## src/core/adc_audio_pkg.sv

```systemverilog
/*
  Shared constants for the converter control and sound-driven light block:
  register offsets, field positions, reset values, timing counts, state type.
  Assumes a single 50 MHz system clock.
*/
package adc_audio_pkg;
  // =========================================
  // clocking and conversion timing
  localparam int CLK_HZ = 50_000_000;
  localparam int CONV_HZ = 1_000_000;
  localparam int TICK_DIV = CLK_HZ / CONV_HZ;
  localparam int CONV_TIME_US = 27;
  localparam int CONV_TICKS = CONV_TIME_US * CONV_HZ / 1_000_000;
  localparam int SETTLE_TICKS = 16;
  localparam int CONV_CYCLES = CONV_TICKS * TICK_DIV;
  localparam int RESULT_BITS = 10;
  localparam logic [9:0] MID_CODE = 10'h200;

  // =========================================
  // register offsets
  localparam logic [7:0] ADDR_CTRL = 8'h26;
  localparam logic [7:0] ADDR_RES_HI = 8'h27;
  localparam logic [7:0] ADDR_RES_LO = 8'h28;
  localparam logic [7:0] ADDR_SOUND_CTRL = 8'h46;
  localparam logic [7:0] ADDR_SOUND_GAIN = 8'h47;
  localparam logic [7:0] ADDR_SOUND_OUT = 8'h48;
  localparam logic [7:0] ADDR_ROUTE = 8'h53;
  localparam logic [7:0] ADDR_SOUND_CTRL2 = 8'h55;

  // =========================================
  // fields and reset values
  localparam int START_BIT = 7;
  localparam int BUSY_BIT = 7;
  localparam logic [5:0] SELECT_RESET = 6'h03;
  localparam int BUF_ON_BIT = 0;
  localparam int COLOUR_LSB = 2;
  localparam int DOWN_LSB = 6;
  localparam int AGC_LSB = 3;
  localparam int PRECHARGE_LSB = 6;
  localparam int HV_EN_BIT = 4;
  localparam int RGB_EN_BIT = 5;
  localparam int G4_EN_BIT = 6;
  localparam int UP_LSB = 1;
  localparam int SOURCE_LSB = 4;

  // =========================================
  // sound processing timing
  localparam int RAMP_STEPS = 256;
  localparam int UP_MS [8] = '{0, 50, 100, 150, 200, 250, 400, 800};
  localparam int DOWN_MS [4] = '{0, 200, 400, 800};
  localparam int DECAY_SLOW_US = 1000;
  localparam int DECAY_FAST_US = 100;

  typedef enum logic [1:0] {
    SAR_IDLE = 2'b00,
    SAR_SETTLE = 2'b01,
    SAR_TRIAL = 2'b10,
    SAR_FINISH = 2'b11
  } sar_state_type;
endpackage : adc_audio_pkg

```

## src/core/sar_converter.sv

```systemverilog
/*
  Successive-approximation sequencer: sample phase, ten bit trials, result.
  Assumes a 1 MHz tick enable on ref_clk and an analog comparator pin.
*/
`timescale 1ns/1ns
module sar_converter (
  // clock and reset
  input wire logic ref_clk,
  input wire logic rst,
  input wire logic tick,
  // control
  input wire logic start,
  output logic busy,
  output logic done,
  output logic [9:0] result,
  // analog side
  input wire logic cmpAbove,
  output logic [9:0] dacCode,
  output logic sampleHold
);
  adc_audio_pkg::sar_state_type state;
  logic [4:0] step;
  logic [3:0] bitIdx;
  logic cmpMeta;
  logic cmpSync;
  logic [11:0] busyCycles;

  // =========================================
  // comparator synchroniser
  always_ff @(posedge ref_clk) begin
    cmpMeta <= cmpAbove;
    cmpSync <= cmpMeta;
  end

  // =========================================
  // sequence
  always_ff @(posedge ref_clk) begin
    if (rst) begin
      state <= adc_audio_pkg::SAR_IDLE;
      step <= 5'h00;
      bitIdx <= 4'h0;
      dacCode <= 10'h000;
      result <= 10'h000;
      done <= 1'b0;
    end else begin
      done <= 1'b0;
      case (state)
        adc_audio_pkg::SAR_IDLE: begin
          if (start) begin
            state <= adc_audio_pkg::SAR_SETTLE;
            step <= 5'h00;
          end
        end
        adc_audio_pkg::SAR_SETTLE: begin
          if (tick) begin
            step <= step + 5'h01;
            if (step == 5'(adc_audio_pkg::SETTLE_TICKS - 1)) begin
              state <= adc_audio_pkg::SAR_TRIAL;
              dacCode <= adc_audio_pkg::MID_CODE;
              bitIdx <= 4'(adc_audio_pkg::RESULT_BITS - 1);
            end
          end
        end
        adc_audio_pkg::SAR_TRIAL: begin
          if (tick) begin
            // keep the trial bit only while input stays above the guess
            if (!cmpSync) dacCode[bitIdx] <= 1'b0;
            if (bitIdx == 4'h0) begin
              state <= adc_audio_pkg::SAR_FINISH;
            end else begin
              dacCode[bitIdx - 4'h1] <= 1'b1;
              bitIdx <= bitIdx - 4'h1;
            end
          end
        end
        adc_audio_pkg::SAR_FINISH: begin
          if (tick) begin
            result <= dacCode;
            done <= 1'b1;
            state <= adc_audio_pkg::SAR_IDLE;
          end
        end
        default: state <= adc_audio_pkg::SAR_IDLE;
      endcase
    end
  end

  assign busy = (state != adc_audio_pkg::SAR_IDLE);
  assign sampleHold = (state == adc_audio_pkg::SAR_SETTLE);

  always_ff @(posedge ref_clk) begin
    if (rst || !busy) busyCycles <= 12'h000;
    else busyCycles <= busyCycles + 12'h001;
  end

  chk_conv_length: assert property (@(posedge ref_clk) disable iff (rst)
    $fell(busy) |-> ($past(busyCycles) >= 12'(adc_audio_pkg::CONV_CYCLES - adc_audio_pkg::TICK_DIV))
      && ($past(busyCycles) < 12'(adc_audio_pkg::CONV_CYCLES)))
    else $error("conversion length outside 27 converter clocks");
endmodule : sar_converter

```

## src/core/adc_audio_ctrl.sv

```systemverilog
/*
  Converter control registers and sound-driven light processing.
  Assumes the serial interface decoder presents one-cycle register strobes
  on ref_clk and that the analog comparator is asynchronous to it.
*/
`timescale 1ns/1ns
module adc_audio_ctrl (
  // clock and reset
  input wire logic ref_clk,
  input wire logic rst,
  // register access
  input wire logic regWrite,
  input wire logic regRead,
  input wire logic [7:0] regAddr,
  input wire logic [7:0] regWrData,
  output logic [7:0] regRdData,
  // converter analog side
  input wire logic cmpAbove,
  output logic [9:0] dacCode,
  output logic sampleHold,
  output logic [5:0] inputSelect,
  output logic prescaleEnable,
  // sound input buffer
  output logic bufferEnable,
  output logic [2:0] bufferGain,
  output logic [1:0] prechargeMode,
  output logic [1:0] bufferSource,
  // sound light outputs
  output logic soundActive,
  output logic [7:0] chanRed,
  output logic [7:0] chanGreen,
  output logic [7:0] chanBlue,
  output logic [2:0] amplitudeScale,
  output logic [7:0] sinkGroup3ChannelRoute,
  output logic hvSinksSoundEnable,
  output logic rgbSinksSoundEnable,
  output logic group4SinksSoundEnable
);
  logic [5:0] tickCnt;
  logic tick;
  logic hostStart;
  logic convStart;
  logic convBusy;
  logic convDone;
  logic [9:0] convResult;
  logic [9:0] resultCode;
  logic [2:0] colour;
  logic [1:0] downSel;
  logic [2:0] agcSel;
  logic [2:0] upSel;
  logic [9:0] amp;
  logic [9:0] env;
  logic [15:0] decayCnt;
  logic [3:0] level;
  logic [15:0] prod;
  logic [7:0] target;
  logic [7:0] bright;
  logic [15:0] rampCnt;
  logic [2:0] rgb;

  // =========================================
  // helpers
  function automatic logic [7:0] sat8(input logic [15:0] v);
    sat8 = (v > 16'h00ff) ? 8'hff : v[7:0];
  endfunction : sat8

  function automatic logic [15:0] stepPeriod(input int ms);
    stepPeriod = 16'((ms * 1000) / adc_audio_pkg::RAMP_STEPS);
  endfunction : stepPeriod

  // gain in eighths for an envelope level
  function automatic logic [5:0] agcGain(input logic [2:0] sel, input logic [3:0] lvl);
    agcGain = 6'd8;
    if (sel == 3'b001) begin
      agcGain = (lvl < 4'd2) ? 6'd0 : 6'd8;
    end else if (sel != 3'b000) begin
      if (lvl == 4'd0) agcGain = 6'd0;
      else if (sel[2:1] == 2'b01) agcGain = (lvl < 4'd12) ? 6'd16 : 6'd8;
      else if (sel[2:1] == 2'b10) agcGain = (lvl < 4'd9) ? 6'd24 : 6'(6'd32 - {2'b00, lvl} - {2'b00, lvl});
      else agcGain = (lvl < 4'd12) ? 6'd32 : 6'd8;
    end
  endfunction : agcGain

  // high-voltage capable inputs pass the divider
  function automatic logic dividedInput(input logic [5:0] sel);
    dividedInput = ((sel >= 6'h05) && (sel <= 6'h07)) || ((sel >= 6'h0a) && (sel <= 6'h10))
      || (sel == 6'h14) || (sel == 6'h15);
  endfunction : dividedInput

  // =========================================
  // converter clock enable
  always_ff @(posedge ref_clk) begin
    if (rst || tickCnt == 6'(adc_audio_pkg::TICK_DIV - 1)) tickCnt <= 6'h00;
    else tickCnt <= tickCnt + 6'h01;
  end
  assign tick = (tickCnt == 6'h00);

  // =========================================
  // register writes
  always_ff @(posedge ref_clk) begin
    if (rst) begin
      inputSelect <= adc_audio_pkg::SELECT_RESET;
      bufferEnable <= 1'b0;
      colour <= 3'b000;
      downSel <= 2'b00;
      bufferGain <= 3'b000;
      agcSel <= 3'b000;
      prechargeMode <= 2'b00;
      amplitudeScale <= 3'b000;
      hvSinksSoundEnable <= 1'b0;
      rgbSinksSoundEnable <= 1'b0;
      group4SinksSoundEnable <= 1'b0;
      sinkGroup3ChannelRoute <= 8'h00;
      upSel <= 3'b000;
      bufferSource <= 2'b00;
    end else if (regWrite) begin
      if (regAddr == adc_audio_pkg::ADDR_CTRL) begin
        inputSelect <= regWrData[5:0];
      end else if (regAddr == adc_audio_pkg::ADDR_SOUND_CTRL) begin
        bufferEnable <= regWrData[adc_audio_pkg::BUF_ON_BIT];
        colour <= regWrData[adc_audio_pkg::COLOUR_LSB +: 3];
        downSel <= regWrData[adc_audio_pkg::DOWN_LSB +: 2];
      end else if (regAddr == adc_audio_pkg::ADDR_SOUND_GAIN) begin
        bufferGain <= regWrData[2:0];
        agcSel <= regWrData[adc_audio_pkg::AGC_LSB +: 3];
        prechargeMode <= regWrData[adc_audio_pkg::PRECHARGE_LSB +: 2];
      end else if (regAddr == adc_audio_pkg::ADDR_SOUND_OUT) begin
        amplitudeScale <= regWrData[2:0];
        hvSinksSoundEnable <= regWrData[adc_audio_pkg::HV_EN_BIT];
        rgbSinksSoundEnable <= regWrData[adc_audio_pkg::RGB_EN_BIT];
        group4SinksSoundEnable <= regWrData[adc_audio_pkg::G4_EN_BIT];
      end else if (regAddr == adc_audio_pkg::ADDR_ROUTE) begin
        sinkGroup3ChannelRoute <= regWrData;
      end else if (regAddr == adc_audio_pkg::ADDR_SOUND_CTRL2) begin
        upSel <= regWrData[adc_audio_pkg::UP_LSB +: 3];
        bufferSource <= regWrData[adc_audio_pkg::SOURCE_LSB +: 2];
      end
    end
  end

  assign prescaleEnable = dividedInput(inputSelect);

  // =========================================
  // register reads
  always_ff @(posedge ref_clk) begin
    if (rst) begin
      regRdData <= 8'h00;
    end else if (regRead) begin
      if (regAddr == adc_audio_pkg::ADDR_CTRL) begin
        regRdData <= {2'b00, inputSelect};
      end else if (regAddr == adc_audio_pkg::ADDR_RES_HI) begin
        // done still pending: result lands in resultCode one cycle later
        regRdData <= {convBusy | convDone, resultCode[9:3]};
      end else if (regAddr == adc_audio_pkg::ADDR_RES_LO) begin
        regRdData <= {5'h00, resultCode[2:0]};
      end else if (regAddr == adc_audio_pkg::ADDR_SOUND_CTRL) begin
        regRdData <= {downSel, 1'b0, colour, 1'b0, bufferEnable};
      end else if (regAddr == adc_audio_pkg::ADDR_SOUND_GAIN) begin
        regRdData <= {prechargeMode, agcSel, bufferGain};
      end else if (regAddr == adc_audio_pkg::ADDR_SOUND_OUT) begin
        regRdData <= {1'b0, group4SinksSoundEnable, rgbSinksSoundEnable, hvSinksSoundEnable, 1'b0, amplitudeScale};
      end else if (regAddr == adc_audio_pkg::ADDR_ROUTE) begin
        regRdData <= sinkGroup3ChannelRoute;
      end else if (regAddr == adc_audio_pkg::ADDR_SOUND_CTRL2) begin
        regRdData <= {2'b00, bufferSource, upSel, 1'b0};
      end else begin
        regRdData <= 8'h00;
      end
    end
  end

  // =========================================
  // conversion launch
  // start is delayed a cycle so a combined write converts the new select
  always_ff @(posedge ref_clk) begin
    if (rst) hostStart <= 1'b0;
    else hostStart <= regWrite && (regAddr == adc_audio_pkg::ADDR_CTRL)
      && regWrData[adc_audio_pkg::START_BIT];
  end

  always_ff @(posedge ref_clk) begin
    if (rst) soundActive <= 1'b0;
    else soundActive <= (|sinkGroup3ChannelRoute) || hvSinksSoundEnable
      || rgbSinksSoundEnable || group4SinksSoundEnable;
  end

  // sound mode owns the converter; host starts are dropped meanwhile
  assign convStart = soundActive ? !convBusy : hostStart;

  sar_converter u_sar (
    .ref_clk(ref_clk),
    .rst(rst),
    .tick(tick),
    .start(convStart),
    .busy(convBusy),
    .done(convDone),
    .result(convResult),
    .cmpAbove(cmpAbove),
    .dacCode(dacCode),
    .sampleHold(sampleHold)
  );

  always_ff @(posedge ref_clk) begin
    if (rst) resultCode <= 10'h000;
    else if (convDone) resultCode <= convResult;
  end

  // =========================================
  // envelope tracker
  assign amp = (convResult >= adc_audio_pkg::MID_CODE) ? (convResult - adc_audio_pkg::MID_CODE)
    : (adc_audio_pkg::MID_CODE - convResult);

  always_ff @(posedge ref_clk) begin
    if (rst || !soundActive) begin
      env <= 10'h000;
      decayCnt <= 16'h0000;
    end else if (convDone && amp > env) begin
      env <= amp;
      decayCnt <= 16'h0000;
    end else if (tick) begin
      // odd compression codes decay fast
      if (decayCnt >= 16'(agcSel[0] ? adc_audio_pkg::DECAY_FAST_US : adc_audio_pkg::DECAY_SLOW_US)) begin
        decayCnt <= 16'h0000;
        if (env != 10'h000) env <= env - 10'h001;
      end else begin
        decayCnt <= decayCnt + 16'h0001;
      end
    end
  end

  assign level = env[9] ? 4'hf : env[8:5];

  // =========================================
  // gain compression
  // widen both operands so the product is not cut to the amplitude width
  assign prod = {6'h00, amp} * {10'h000, agcGain(agcSel, level)};

  always_ff @(posedge ref_clk) begin
    if (rst || !soundActive) target <= 8'h00;
    else if (convDone) target <= sat8(prod >> 4);
  end

  // =========================================
  // ramp timing
  // one step per period so a full-scale swing takes the selected time
  always_ff @(posedge ref_clk) begin
    if (rst || !soundActive) begin
      bright <= 8'h00;
      rampCnt <= 16'h0000;
    end else if (target > bright) begin
      if (upSel == 3'b000) begin
        bright <= target;
      end else if (tick) begin
        if (rampCnt >= stepPeriod(adc_audio_pkg::UP_MS[upSel])) begin
          rampCnt <= 16'h0000;
          bright <= bright + 8'h01;
        end else begin
          rampCnt <= rampCnt + 16'h0001;
        end
      end
    end else if (target < bright) begin
      if (downSel == 2'b00) begin
        bright <= target;
      end else if (tick) begin
        if (rampCnt >= stepPeriod(adc_audio_pkg::DOWN_MS[downSel])) begin
          rampCnt <= 16'h0000;
          bright <= bright - 8'h01;
        end else begin
          rampCnt <= rampCnt + 16'h0001;
        end
      end
    end else begin
      rampCnt <= 16'h0000;
    end
  end

  // =========================================
  // colour mapping
  always_comb begin
    rgb = colour;
    if (colour == 3'b000) begin
      case (bright[7:5])
        3'd0: rgb = 3'b000;
        3'd1: rgb = 3'b001;
        3'd2: rgb = 3'b010;
        3'd3: rgb = 3'b011;
        3'd4: rgb = 3'b110;
        3'd5: rgb = 3'b100;
        default: rgb = 3'b111;
      endcase
    end
  end

  always_ff @(posedge ref_clk) begin
    if (rst) begin
      chanRed <= 8'h00;
      chanGreen <= 8'h00;
      chanBlue <= 8'h00;
    end else begin
      chanRed <= rgb[2] ? bright : 8'h00;
      chanGreen <= rgb[1] ? bright : 8'h00;
      chanBlue <= rgb[0] ? bright : 8'h00;
    end
  end

  // =========================================
  // checks
  chk_start_runs: assert property (@(posedge ref_clk) disable iff (rst)
    (regWrite && regAddr == adc_audio_pkg::ADDR_CTRL && regWrData[7] && !soundActive && !convBusy)
      |-> ##2 convBusy)
    else $error("start write did not launch a conversion");

  chk_busy_flag: assert property (@(posedge ref_clk) disable iff (rst)
    (regRead && regAddr == adc_audio_pkg::ADDR_RES_HI) |=> regRdData[7] == $past(convBusy || convDone))
    else $error("running flag does not follow conversion");

  chk_low_result: assert property (@(posedge ref_clk) disable iff (rst)
    (regRead && regAddr == adc_audio_pkg::ADDR_RES_LO) |=> regRdData == {5'h00, $past(resultCode[2:0])})
    else $error("low result register mismatch");

  chk_select_start: assert property (@(posedge ref_clk) disable iff (rst)
    (regWrite && regAddr == adc_audio_pkg::ADDR_CTRL && regWrData[7] && !soundActive && !convBusy)
      |-> ##2 (inputSelect == $past(regWrData[5:0], 2)))
    else $error("conversion did not use the new select");

  chk_result_hold: assert property (@(posedge ref_clk) disable iff (rst)
    !convDone |=> $stable(resultCode))
    else $error("result changed without a completed conversion");

  chk_sound_enable: assert property (@(posedge ref_clk) disable iff (rst)
    (|sinkGroup3ChannelRoute || hvSinksSoundEnable || rgbSinksSoundEnable || group4SinksSoundEnable)
      |=> soundActive)
    else $error("sound function not active");

  chk_sound_continuous: assert property (@(posedge ref_clk) disable iff (rst)
    (soundActive && convDone) |-> ##[1:3] (convBusy || !soundActive))
    else $error("sound mode stopped converting");

  chk_comp_off: assert property (@(posedge ref_clk) disable iff (rst)
    (agcSel == 3'b000 && soundActive && convDone) |=> target == sat8({7'h00, $past(amp[9:1])}))
    else $error("compression not bypassed");

  chk_single_colour: assert property (@(posedge ref_clk) disable iff (rst)
    (colour != 3'b000 && !colour[2]) [*2] |-> chanRed == 8'h00)
    else $error("red channel lit in single colour without red");

  chk_divider_sel: assert property (@(posedge ref_clk) disable iff (rst)
    (inputSelect == 6'h14) |-> prescaleEnable)
    else $error("supply input not divided");
endmodule : adc_audio_ctrl

```

## config.mk

```make
export PLATFORM = sky130hd
export DESIGN_NAME = adc_audio_ctrl
export DESIGN_NICKNAME = d
export VERILOG_FILES = /design/src/core/adc_audio_pkg.sv /design/src/core/sar_converter.sv /design/src/core/adc_audio_ctrl.sv
export SDC_FILE = /design/constraint.sdc
export NUM_CORES = 1
export LEC_CHECK = 0
export BUFFER_PORTS_ARGS = -buffer_cell sky130_fd_sc_hd__buf_2
export CORE_MARGIN = 1.5
export CORE_UTILIZATION = 59
export DETAILED_ROUTE_END_ITERATION = 10
export PLACE_DENSITY_LB_ADDON = 0.05
export SLEW_MARGIN = 20
export SYNTH_ARGS = -nofsm -noshare
export SYNTH_HDL_FRONTEND = slang
export SYNTH_SLANG_ARGS = --single-unit
```

## constraint.sdc

```tcl
create_clock -name ref_clk -period 16.1 [get_ports ref_clk]
set_clock_uncertainty 0.15 [all_clocks]
set_input_delay 0.805 -clock ref_clk [delete_from_list [all_inputs] [get_ports ref_clk]]
set_output_delay 0.805 -clock ref_clk [all_outputs]
set_load 0.02 [all_outputs]
```

==> results of run 1 <==
sequential cells by signal, summed over array words and instances (netlist names), 4 cells and up:
| register | flops |
|---|---|
| bright | 8 |
| chanRed | 8 |
| u_sar.bitIdx | 4 |
| u_sar.result | 10 |
| resultCode | 10 |
| u_sar.step | 5 |
| decayCnt | 16 |
| rampCnt | 16 |
| tickCnt | 6 |
| chanBlue | 8 |
| sinkGroup3ChannelRoute | 8 |
| chanGreen | 8 |
| target | 8 |
| regRdData | 8 |
| env | 10 |
| inputSelect | 6 |
| u_sar.dacCode | 10 |
power groups by stage:
stage | sequential (mW) | combinational, mW | clock, mW
CTS | 0.453 | 0.0442 | 0.444
finish | 0.453 | 0.0445 | 0.437
floorplan | 0.463 | 0.0287 | 0
global route | 0.453 | 0.0489 | 0.462
global placement | 0.463 | 0.0436 | 0
detailed placement | 0.463 | 0.0440 | 0
cell usage after synthesis (all sizes together), types with 3 or more instances:
cell type / n / share of area [%]
a21o: 12 / 0.70
a22o: 3 / 0.20
nor2b: 11 / 0.59
a221oi: 6 / 0.40
inv: 153 / 4.4
a21oi: 94 / 3.7
nand4: 28 / 1.3
o21ai: 49 / 1.9
a211o: 6 / 0.47
buf: 20 / 0.80
fa: 40 / 6.2
mux2i: 50 / 3.9
and3: 18 / 0.87
or3: 7 / 0.34
a211oi: 20 / 1.2
o221ai: 5 / 0.34
nor3b: 3 / 0.17
a31oi: 14 / 0.67
or2: 7 / 0.34
nor4: 8 / 0.39
a222oi: 3 / 0.23
o211ai: 8 / 0.54
nor3: 48 / 1.9
o31ai: 4 / 0.34
xnor2: 49 / 3.3
ha: 163 / 16
or4b: 3 / 0.23
a22oi: 12 / 0.69
o22ai: 4 / 0.19
nand2b: 21 / 1.0
clkbuf: 39 / 1.1
a311oi: 4 / 0.27
clkinv: 3 / 0.087
a2111o: 3 / 0.26
dfxtp: 181 / 28
nand2: 99 / 2.9
o21bai: 8 / 0.46
nor2: 219 / 6.3
nor4b: 4 / 0.27
a41o: 3 / 0.23
and3b: 3 / 0.20
xor2: 34 / 2.3
o221a: 9 / 0.78
nand3: 52 / 2.0
how the worst max path moves through the flow:
stage / end / slack, ns / cells past startpoint / startpoint
after detailed placement: bright[1] / 8.71 / 27 / upSel[1]
after CTS: bright[1] / 8.69 / 27 / upSel[1]
after floorplan: bright[1] / 9.42 / 28 / upSel[1]
after global placement: bright[1] / 8.96 / 27 / upSel[1]
after global routing: bright[1] / 8.24 / 27 / upSel[1]
final: bright[1] / 8.70 / 27 / upSel[1]
cell usage in the layout (no fill, tap or decap), types with 4 or more instances in the layout:
cell,count
a221oi_1,6
clkinv_8,6
o21bai_1,8
nor3_1,48
ha_1,163
or3_1,7
a311oi_1,4
nor2_1,218
nand3_1,51
o22ai_1,4
mux2i_1,50
a21oi_1,92
nor4_1,8
nor4b_1,4
buf_4,8
o21ai_0,48
o221ai_1,5
fa_1,40
nand2_1,99
a211o_1,5
a211oi_1,19
nor2b_1,10
inv_1,153
a21o_1,11
buf_2,92
o221a_2,9
clkbuf_16,17
nand2b_1,21
nand4_1,28
o211ai_1,6
or2_2,5
and3_1,18
xor2_1,34
a31oi_1,14
xnor2_1,49
dfxtp_1,181
a22oi_1,12
worst register-to-register path, cell delays in order, from the launching register on:
cell and delay [ns]:
dfxtp_1 0.65, inv_1 0.27, nand2_1 0.15, a21boi_0 0.62
xnor2_1 0.19, ha_1 0.33, inv_1 0.05, fa_1 0.49
inv_1 0.06, fa_1 0.53, inv_1 0.05, fa_1 0.53
inv_1 0.04, ha_1 0.33, or3_1 0.38, o221ai_1 0.14
o2111ai_1 0.17, a21oi_1 0.20, xnor2_1 0.10, ha_1 0.31
nand2_1 0.07, nor2_1 0.15, nand2_1 0.07, o211ai_1 0.29
o2bb2ai_2 0.09, a211o_4 0.40, a2111o_1 0.42, a21oi_2 0.11
cell type report:
cell class	instances	share of cell area, %
Inverter	156	4.11
Tap cell	280	2.46
Clock buffer	17	2.99
Timing Repair Buffer	100	3.65
Clock inverter	15	1.49
Multi-Input combinational cell	1162	59.9
Sequential cell	181	25.4
routing by layer:
metal  track usage, %  up-vias  wire, um
met5                0        -         0
met1             36.5     5230     14000
met2             48.4      287     15100
met4             9.22        0       723
li1                 -     5496         -
met3             4.07       49      1500
logic make-up (layout without fill, tap and decap cells):
logic type / after synthesis / after routing / share of synthesized area [%]
multiplexers: 51 / 51 / 3.94
AND/OR/NAND/NOR: 540 / 540 / 19.4
AO/OA/AOI/OAI: 285 / 285 / 14.9
buffers and inverters: 215 / 288 / 6.44
adder cells (fa/ha/maj): 203 / 203 / 21.9
flip-flops: 181 / 181 / 27.9
XOR/XNOR: 83 / 83 / 5.60
through the flow:
stage | hold WS, ns | setup slack [ns] | utilization, % | cells | power [mW]
finish | 0.182 | 8.70 | 65.7 | 1911 | 0.934
global route | 0.200 | 8.24 | 65.7 | 1911 | 0.964
CTS | 0.186 | 8.69 | 65.7 | 1911 | 0.941
global placement | 0.165 | 8.96 | 62.7 | 1879 | 0.507
floorplan | 0.160 | 9.42 | - | 1558 | 0.492
detailed placement | 0.167 | 8.71 | 62.7 | 1879 | 0.507
==> results.md, run 1 <==
* Crit path kind: reg2reg
* Vias in the first global route at 10554
* Clock Tree Buf Depth at 2
* First-pass GRT wire length at 51.7 mm
* Row cnt at 54
* I/O pin total at 94
* Outcome: completed
* H-tree Lvls at 4
* Logic pwr share at 4.8%
* CP bufs+invs at 5
* Placer congestion estimate at 0.917
* Die Area at 22900 um2
* Crit-path max cell delay at 0.65 ns
* Fillers at 1879
* Crit path max-delay family: adder cells
* DR iter-0 viols at 820
* Worst R2R Setup Slack at 8.70 ns
* Fraction of layout cells with a size suffix above 1 at 9.93%
* Pint at 0.681 mW
* CTS root buffer: clkbuf_16
* DRT Pass-1 Iters at 5
* Hold Fails Final Rpt at 0
* Setup violators final at 0
* Critical path fanouts, max at 15
* Final #Nets at 1842
* Ys flop type: dfxtp_1
* CTS tree: yes
* Initial antenna violation count at 0
* Register area share after synthesis at 27.9%
* Worst R2R End: bright[1]
* LEAKAGE at 6.41 nW
* Max-cap violation count at 0
* Die H at 151 um
* Post-synth EDFFs at 0
* Synthesized area at 13000 um2
* Most frequent CP cell: inv_1
* Multi-input gate area at 8530 um2
* Unrepaired setup endpoints after global routing: no
* Crit end category: flop
* Psw at 0.253 mW
* Clock Sinks at 181
* Min Tclk post-route at 7.40 ns
* Drt via density at 5.79
* Post-cts sizing count at 0
* Buffer count from post-CTS setup fixing at 0
* Worst EP arrival at 7.61 ns
* Drt wl/cell at 16.4 um
* Peak supply drop at 0.0000648 V
* Reg clk slew, reported paths at 0.08 ns
* Clock power frac at 46.8%
* Diode count at 0
* Worst hold path cell count at 0
* Final HPWL DP at 23.8 mm
* Net Sw Frac at 27.1%
* PortBufs at 93
* Max Fclk at 135 MHz
* Final wirelength at 31.4 mm
* Synth cell types at 79
* Slew headroom at 27.3%
* Synthesis-to-layout area growth at 9.69%
* Via count at 11062
* Pwr Density at 65.6 nW/um2
* Pin count of the biggest net entering global routing at 66
* Worst hold path class: reg2reg
* Core area at 21700 um2
* Inserted Clock Buffers at 17
* Final period util at 45.9%
* Sequential cell area at 3620 um2
* Syn_nets at 1782
* Placed Area at 13600 um2
* Antenna Nets Post-Route at 0
* Post-synthesis cell count at 1558
* Worst-Skew Late Latency at 0.44 ns
* Final slew viol count at 0
* Min-Delay Startpoint: u_sar.cmpMeta
* Async SR Flop Fraction at 0%
* Reg2reg start: upSel[1]
* YS warnings at 0
* Worst slew pin tran at 1.09 ns
* Global-route total usage across every layer at 28.3%
* Sequential share of power at 48.5%
* TNS Setup at 0 ns
* Number of synthesized register bits at 181
* Worst Reg-to-Reg Cells at 27
* Critical Path RT at 16.32 ns
* GR Overflow Total at 0
* Finished Cell Area at 14200 um2
* Hold EP: u_sar.cmpSync
* Die W at 151 um
* Crit start category: flop
* Starting Density at 59.9%
* # hold bufs at CTS at 0
* CP max stage cell: dfxtp_1
* Mean post-synth cell area at 8.33 um2
* DRC viols at 0
(Power assumes the default switching activity.)
==> run 2: changes to the inputs <==
--- a/config.mk
+++ b/config.mk
@@ -5,9 +5,10 @@
 export SDC_FILE = /design/constraint.sdc
 export NUM_CORES = 1
 export LEC_CHECK = 0
+export ABC_AREA = 1
 export BUFFER_PORTS_ARGS = -buffer_cell sky130_fd_sc_hd__buf_2
 export CORE_MARGIN = 1.5
-export CORE_UTILIZATION = 59
+export CORE_UTILIZATION = 56
 export DETAILED_ROUTE_END_ITERATION = 10
 export PLACE_DENSITY_LB_ADDON = 0.05
 export SLEW_MARGIN = 20
==> constraint.sdc (replaced) <==
create_clock -name ref_clk -period 6.4 [get_ports ref_clk]
set_clock_uncertainty 0.15 [all_clocks]
set_input_delay 0.32 -clock ref_clk [delete_from_list [all_inputs] [get_ports ref_clk]]
set_output_delay 0.32 -clock ref_clk [all_outputs]
set_load 0.02 [all_outputs]
==> run 2 against run 1 <==
  * Clock-buffer cell count unchanged
  * Cell count increased by 25%
  * Hold slack got worse by 0.14 ns
  * Sequential cell count unchanged
  * Non-clock buffer count increased by 2
  * Synthesized cell count increased by 26%
  * Critical path type unchanged
  * Sequential power increased to 2.6 times the previous value
  * Die area increased by 11%
  * Critical endpoint is now rampCnt[2]
==> results.md, run 2 <==
* Worst-Skew Late Latency at 0.44 ns
* Post-synthesis cell count at 1967
* Syn_nets at 2191
* Clock Sinks at 181
* Worst hold path class: in2reg
* Vias in the first global route at 12047
* Final slew viol count at 0
* Crit path kind: reg2reg
* Slew headroom at 38.1%
* Post-Synth XOR/XNOR Area at 3.06%
* Gr busiest metal: met2
* Reg2reg start: upSel[1]
* Crit-path max cell delay at 0.53 ns
* Die H at 160 um
* Top-count cell post-synth: nand2_1
* Max-cap violation count at 0
* H-tree Lvls at 4
* Final wirelength at 35.7 mm
* Register area share after synthesis at 26.4%
* Die Area at 25500 um2
* Starting Density at 56.8%
* I/O pin total at 94
* Final cell count without fillers at 2380
* Unrepaired setup endpoints after global routing: no
* Sequential cell area at 3620 um2
* Placed Instances at 2347
* Clock Tree Buf Depth at 2
* Synthesis-to-layout area growth at 9.88%
* Pin count of the biggest net entering global routing at 48
* Fraction of layout cells with a size suffix above 1 at 9.29%
* GR Overflow Total at 0
* TNS Setup at 0 ns
* Critical Path RT at 6.56 ns
* DR iter-0 viols at 849
* Placer congestion estimate at 0.898
* Antenna Nets Post-Route at 0
* LEAKAGE at 7.39 nW
* Worst setup path endpoint: rampCnt[2]
* Met1 usage at 36.6%
* Largest family of logic cells by synthesized area: simple AND/OR/NAND/NOR gates
* Pwr Density at 186 nW/um2
* Max Fclk at 166 MHz
* Multi-input gate area at 8700 um2
* DRT Pass-1 Iters at 6
* Synth top area share at 26.4%
* Die W at 160 um
* Drt wl/cell at 15.0 um
* Drt via density at 5.38
* Critical Path Start: upSel[1]
* Crit start category: flop
* PortBufs at 93
* Worst slew pin tran at 0.929 ns
* Synth Area in Adders at 20.7%
* Outcome: completed
* Post-cts sizing count at 0
* DRC viols at 0
* Worst R2R End: rampCnt[2]
* Critical path fanouts, max at 14
* Mux share of post-synthesis cell area at 0%
* CTS root buffer: clkbuf_16
* Row cnt at 57
* Initial antenna violation count at 0
* Inserted Clock Buffers at 17
* Post-synth EDFFs at 0
* Worst EP arrival at 6.18 ns
* Ys flop type: dfxtp_1
* Final period util at 94.0%
* Mean post-synth cell area at 6.98 um2
* Global-route total usage across every layer at 28.0%
* Number of synthesized register bits at 181
* Setup violators final at 0
* Synth cell count leaders: nand2_1, inv_1, nor2_1, dfxtp_1, ha_1
* Worst Reg-to-Reg Cells at 31
* Area leader, netlist: dfxtp_1
* Leading cell type in the layout, fill and taps excluded: nand2_1
* Worst R2R Setup Slack at 0.39 ns
* Async SR Flop Fraction at 0%
* Main area contributors after synthesis: dfxtp_1, ha_1, nand2_1, inv_1, nor2_1
* CP max stage cell: fa_1
* Fillers at 2238
* Met3 Usage GRT at 3.28%
* Crit end category: flop
* First-pass GRT wire length at 58.7 mm
* Diode count at 0
* Post-synthesis compound-gate area fraction at 13.2%
* M2 GR Usage at 47.8%
* Via count at 12810
* Min Tclk post-route at 6.01 ns
* Reg clk slew, reported paths at 0.08 ns
* Synth cell types at 50
* Commonest cells after routing, fill and taps aside: nand2_1, inv_1, nor2_1
* Hold Fails Final Rpt at 0
* YS warnings at 0
* Largest registers: decayCnt (16), rampCnt (16)
* Final #Nets at 2267
* Synth Area in Simple Gates at 26.4%
* Core area at 24200 um2
* Final HPWL DP at 27.8 mm
* CTS tree: yes
* Peak supply drop at 0.000144 V
* Synthesized area at 13700 um2
==> run 2: cell families (layout without fill, tap and decap cells) <==
group,Yosys count,in the layout
flops,181,181
compound gates,329,329
simple gates,839,839
xor+xnor,48,48
buf+inv,367,456
fa+ha+maj,203,203
==> run 2: what timing repair did <==
item | 4_1_cts | 5_1_grt
buffers inserted | 0 | 0
endpoints found under the setup margin | 0 | 0
endpoints found under the hold margin | 1 | 0
hold buffers | 1 | 0
==> run 2: stage by stage <==
stage	utilization, %	hold WS [ns]	cell area (um2)	worst slack, ns	total power [mW]
global route	62.4	0.0425	15100	0.000876	2.96
CTS	62.4	0.0328	15100	0.394	2.83
finish	62.4	0.0453	15100	0.386	2.81
global placement	59.8	0.172	14500	0.533	1.74
floorplan	-	0.160	13700	0.862	1.60
detailed placement	59.8	0.174	14500	0.413	1.75
==> run 2: where the power goes <==
part	switching (mW)	leakage, nW	internal [mW]
logic	0.390	5.63	0.174
registers	0.0201	1.46	1.15
clock network	0.547	0.295	0.535
total	0.957	7.39	1.86
==> run 2: cell type report <==
class                      instances  share of cell area, %
clock inverter                    15                   1.28
multi-input combinational       1419                   57.6
sequential                       181                   24.0
inverter                         322                   8.03
tap                              324                   2.69
clock buffer                      17                   2.82
timing repair buffer             102                   3.55
==> run 2: critical path, delay by kind of cell, from the launching register on <==
kind                       cells  cell delay (ns)
adders and majority gates      7             2.65
and+or+nand+nor               16             1.74
DFF                            1             0.52
buffers and inverters          6             0.48
xor gates and xnor gates       2             0.34
==> run 2: worst min-delay path by stage <==
stage | depth (start not counted) | slack [ns] | start | endpoint
after floorplan | 0 | 0.16 | u_sar.cmpMeta | u_sar.cmpSync
after global placement | 0 | 0.17 | u_sar.cmpMeta | u_sar.cmpSync
after detailed placement | 0 | 0.17 | u_sar.cmpMeta | u_sar.cmpSync
after CTS | 3 | 0.03 | regWrData[1] | inputSelect[1]
after global routing | 3 | 0.04 | regWrData[1] | sinkGroup3ChannelRoute[1]
final | 3 | 0.05 | regWrData[5] | rgbSinksSoundEnable
==> run 2: layer usage <==
metal	wire length [um]	vias up	part of all wire [%]
met5	0	-	0
met4	1020	0	2.9
met3	1680	67	4.7
met2	17100	337	48
met1	15900	5882	45
li1	-	6524	-
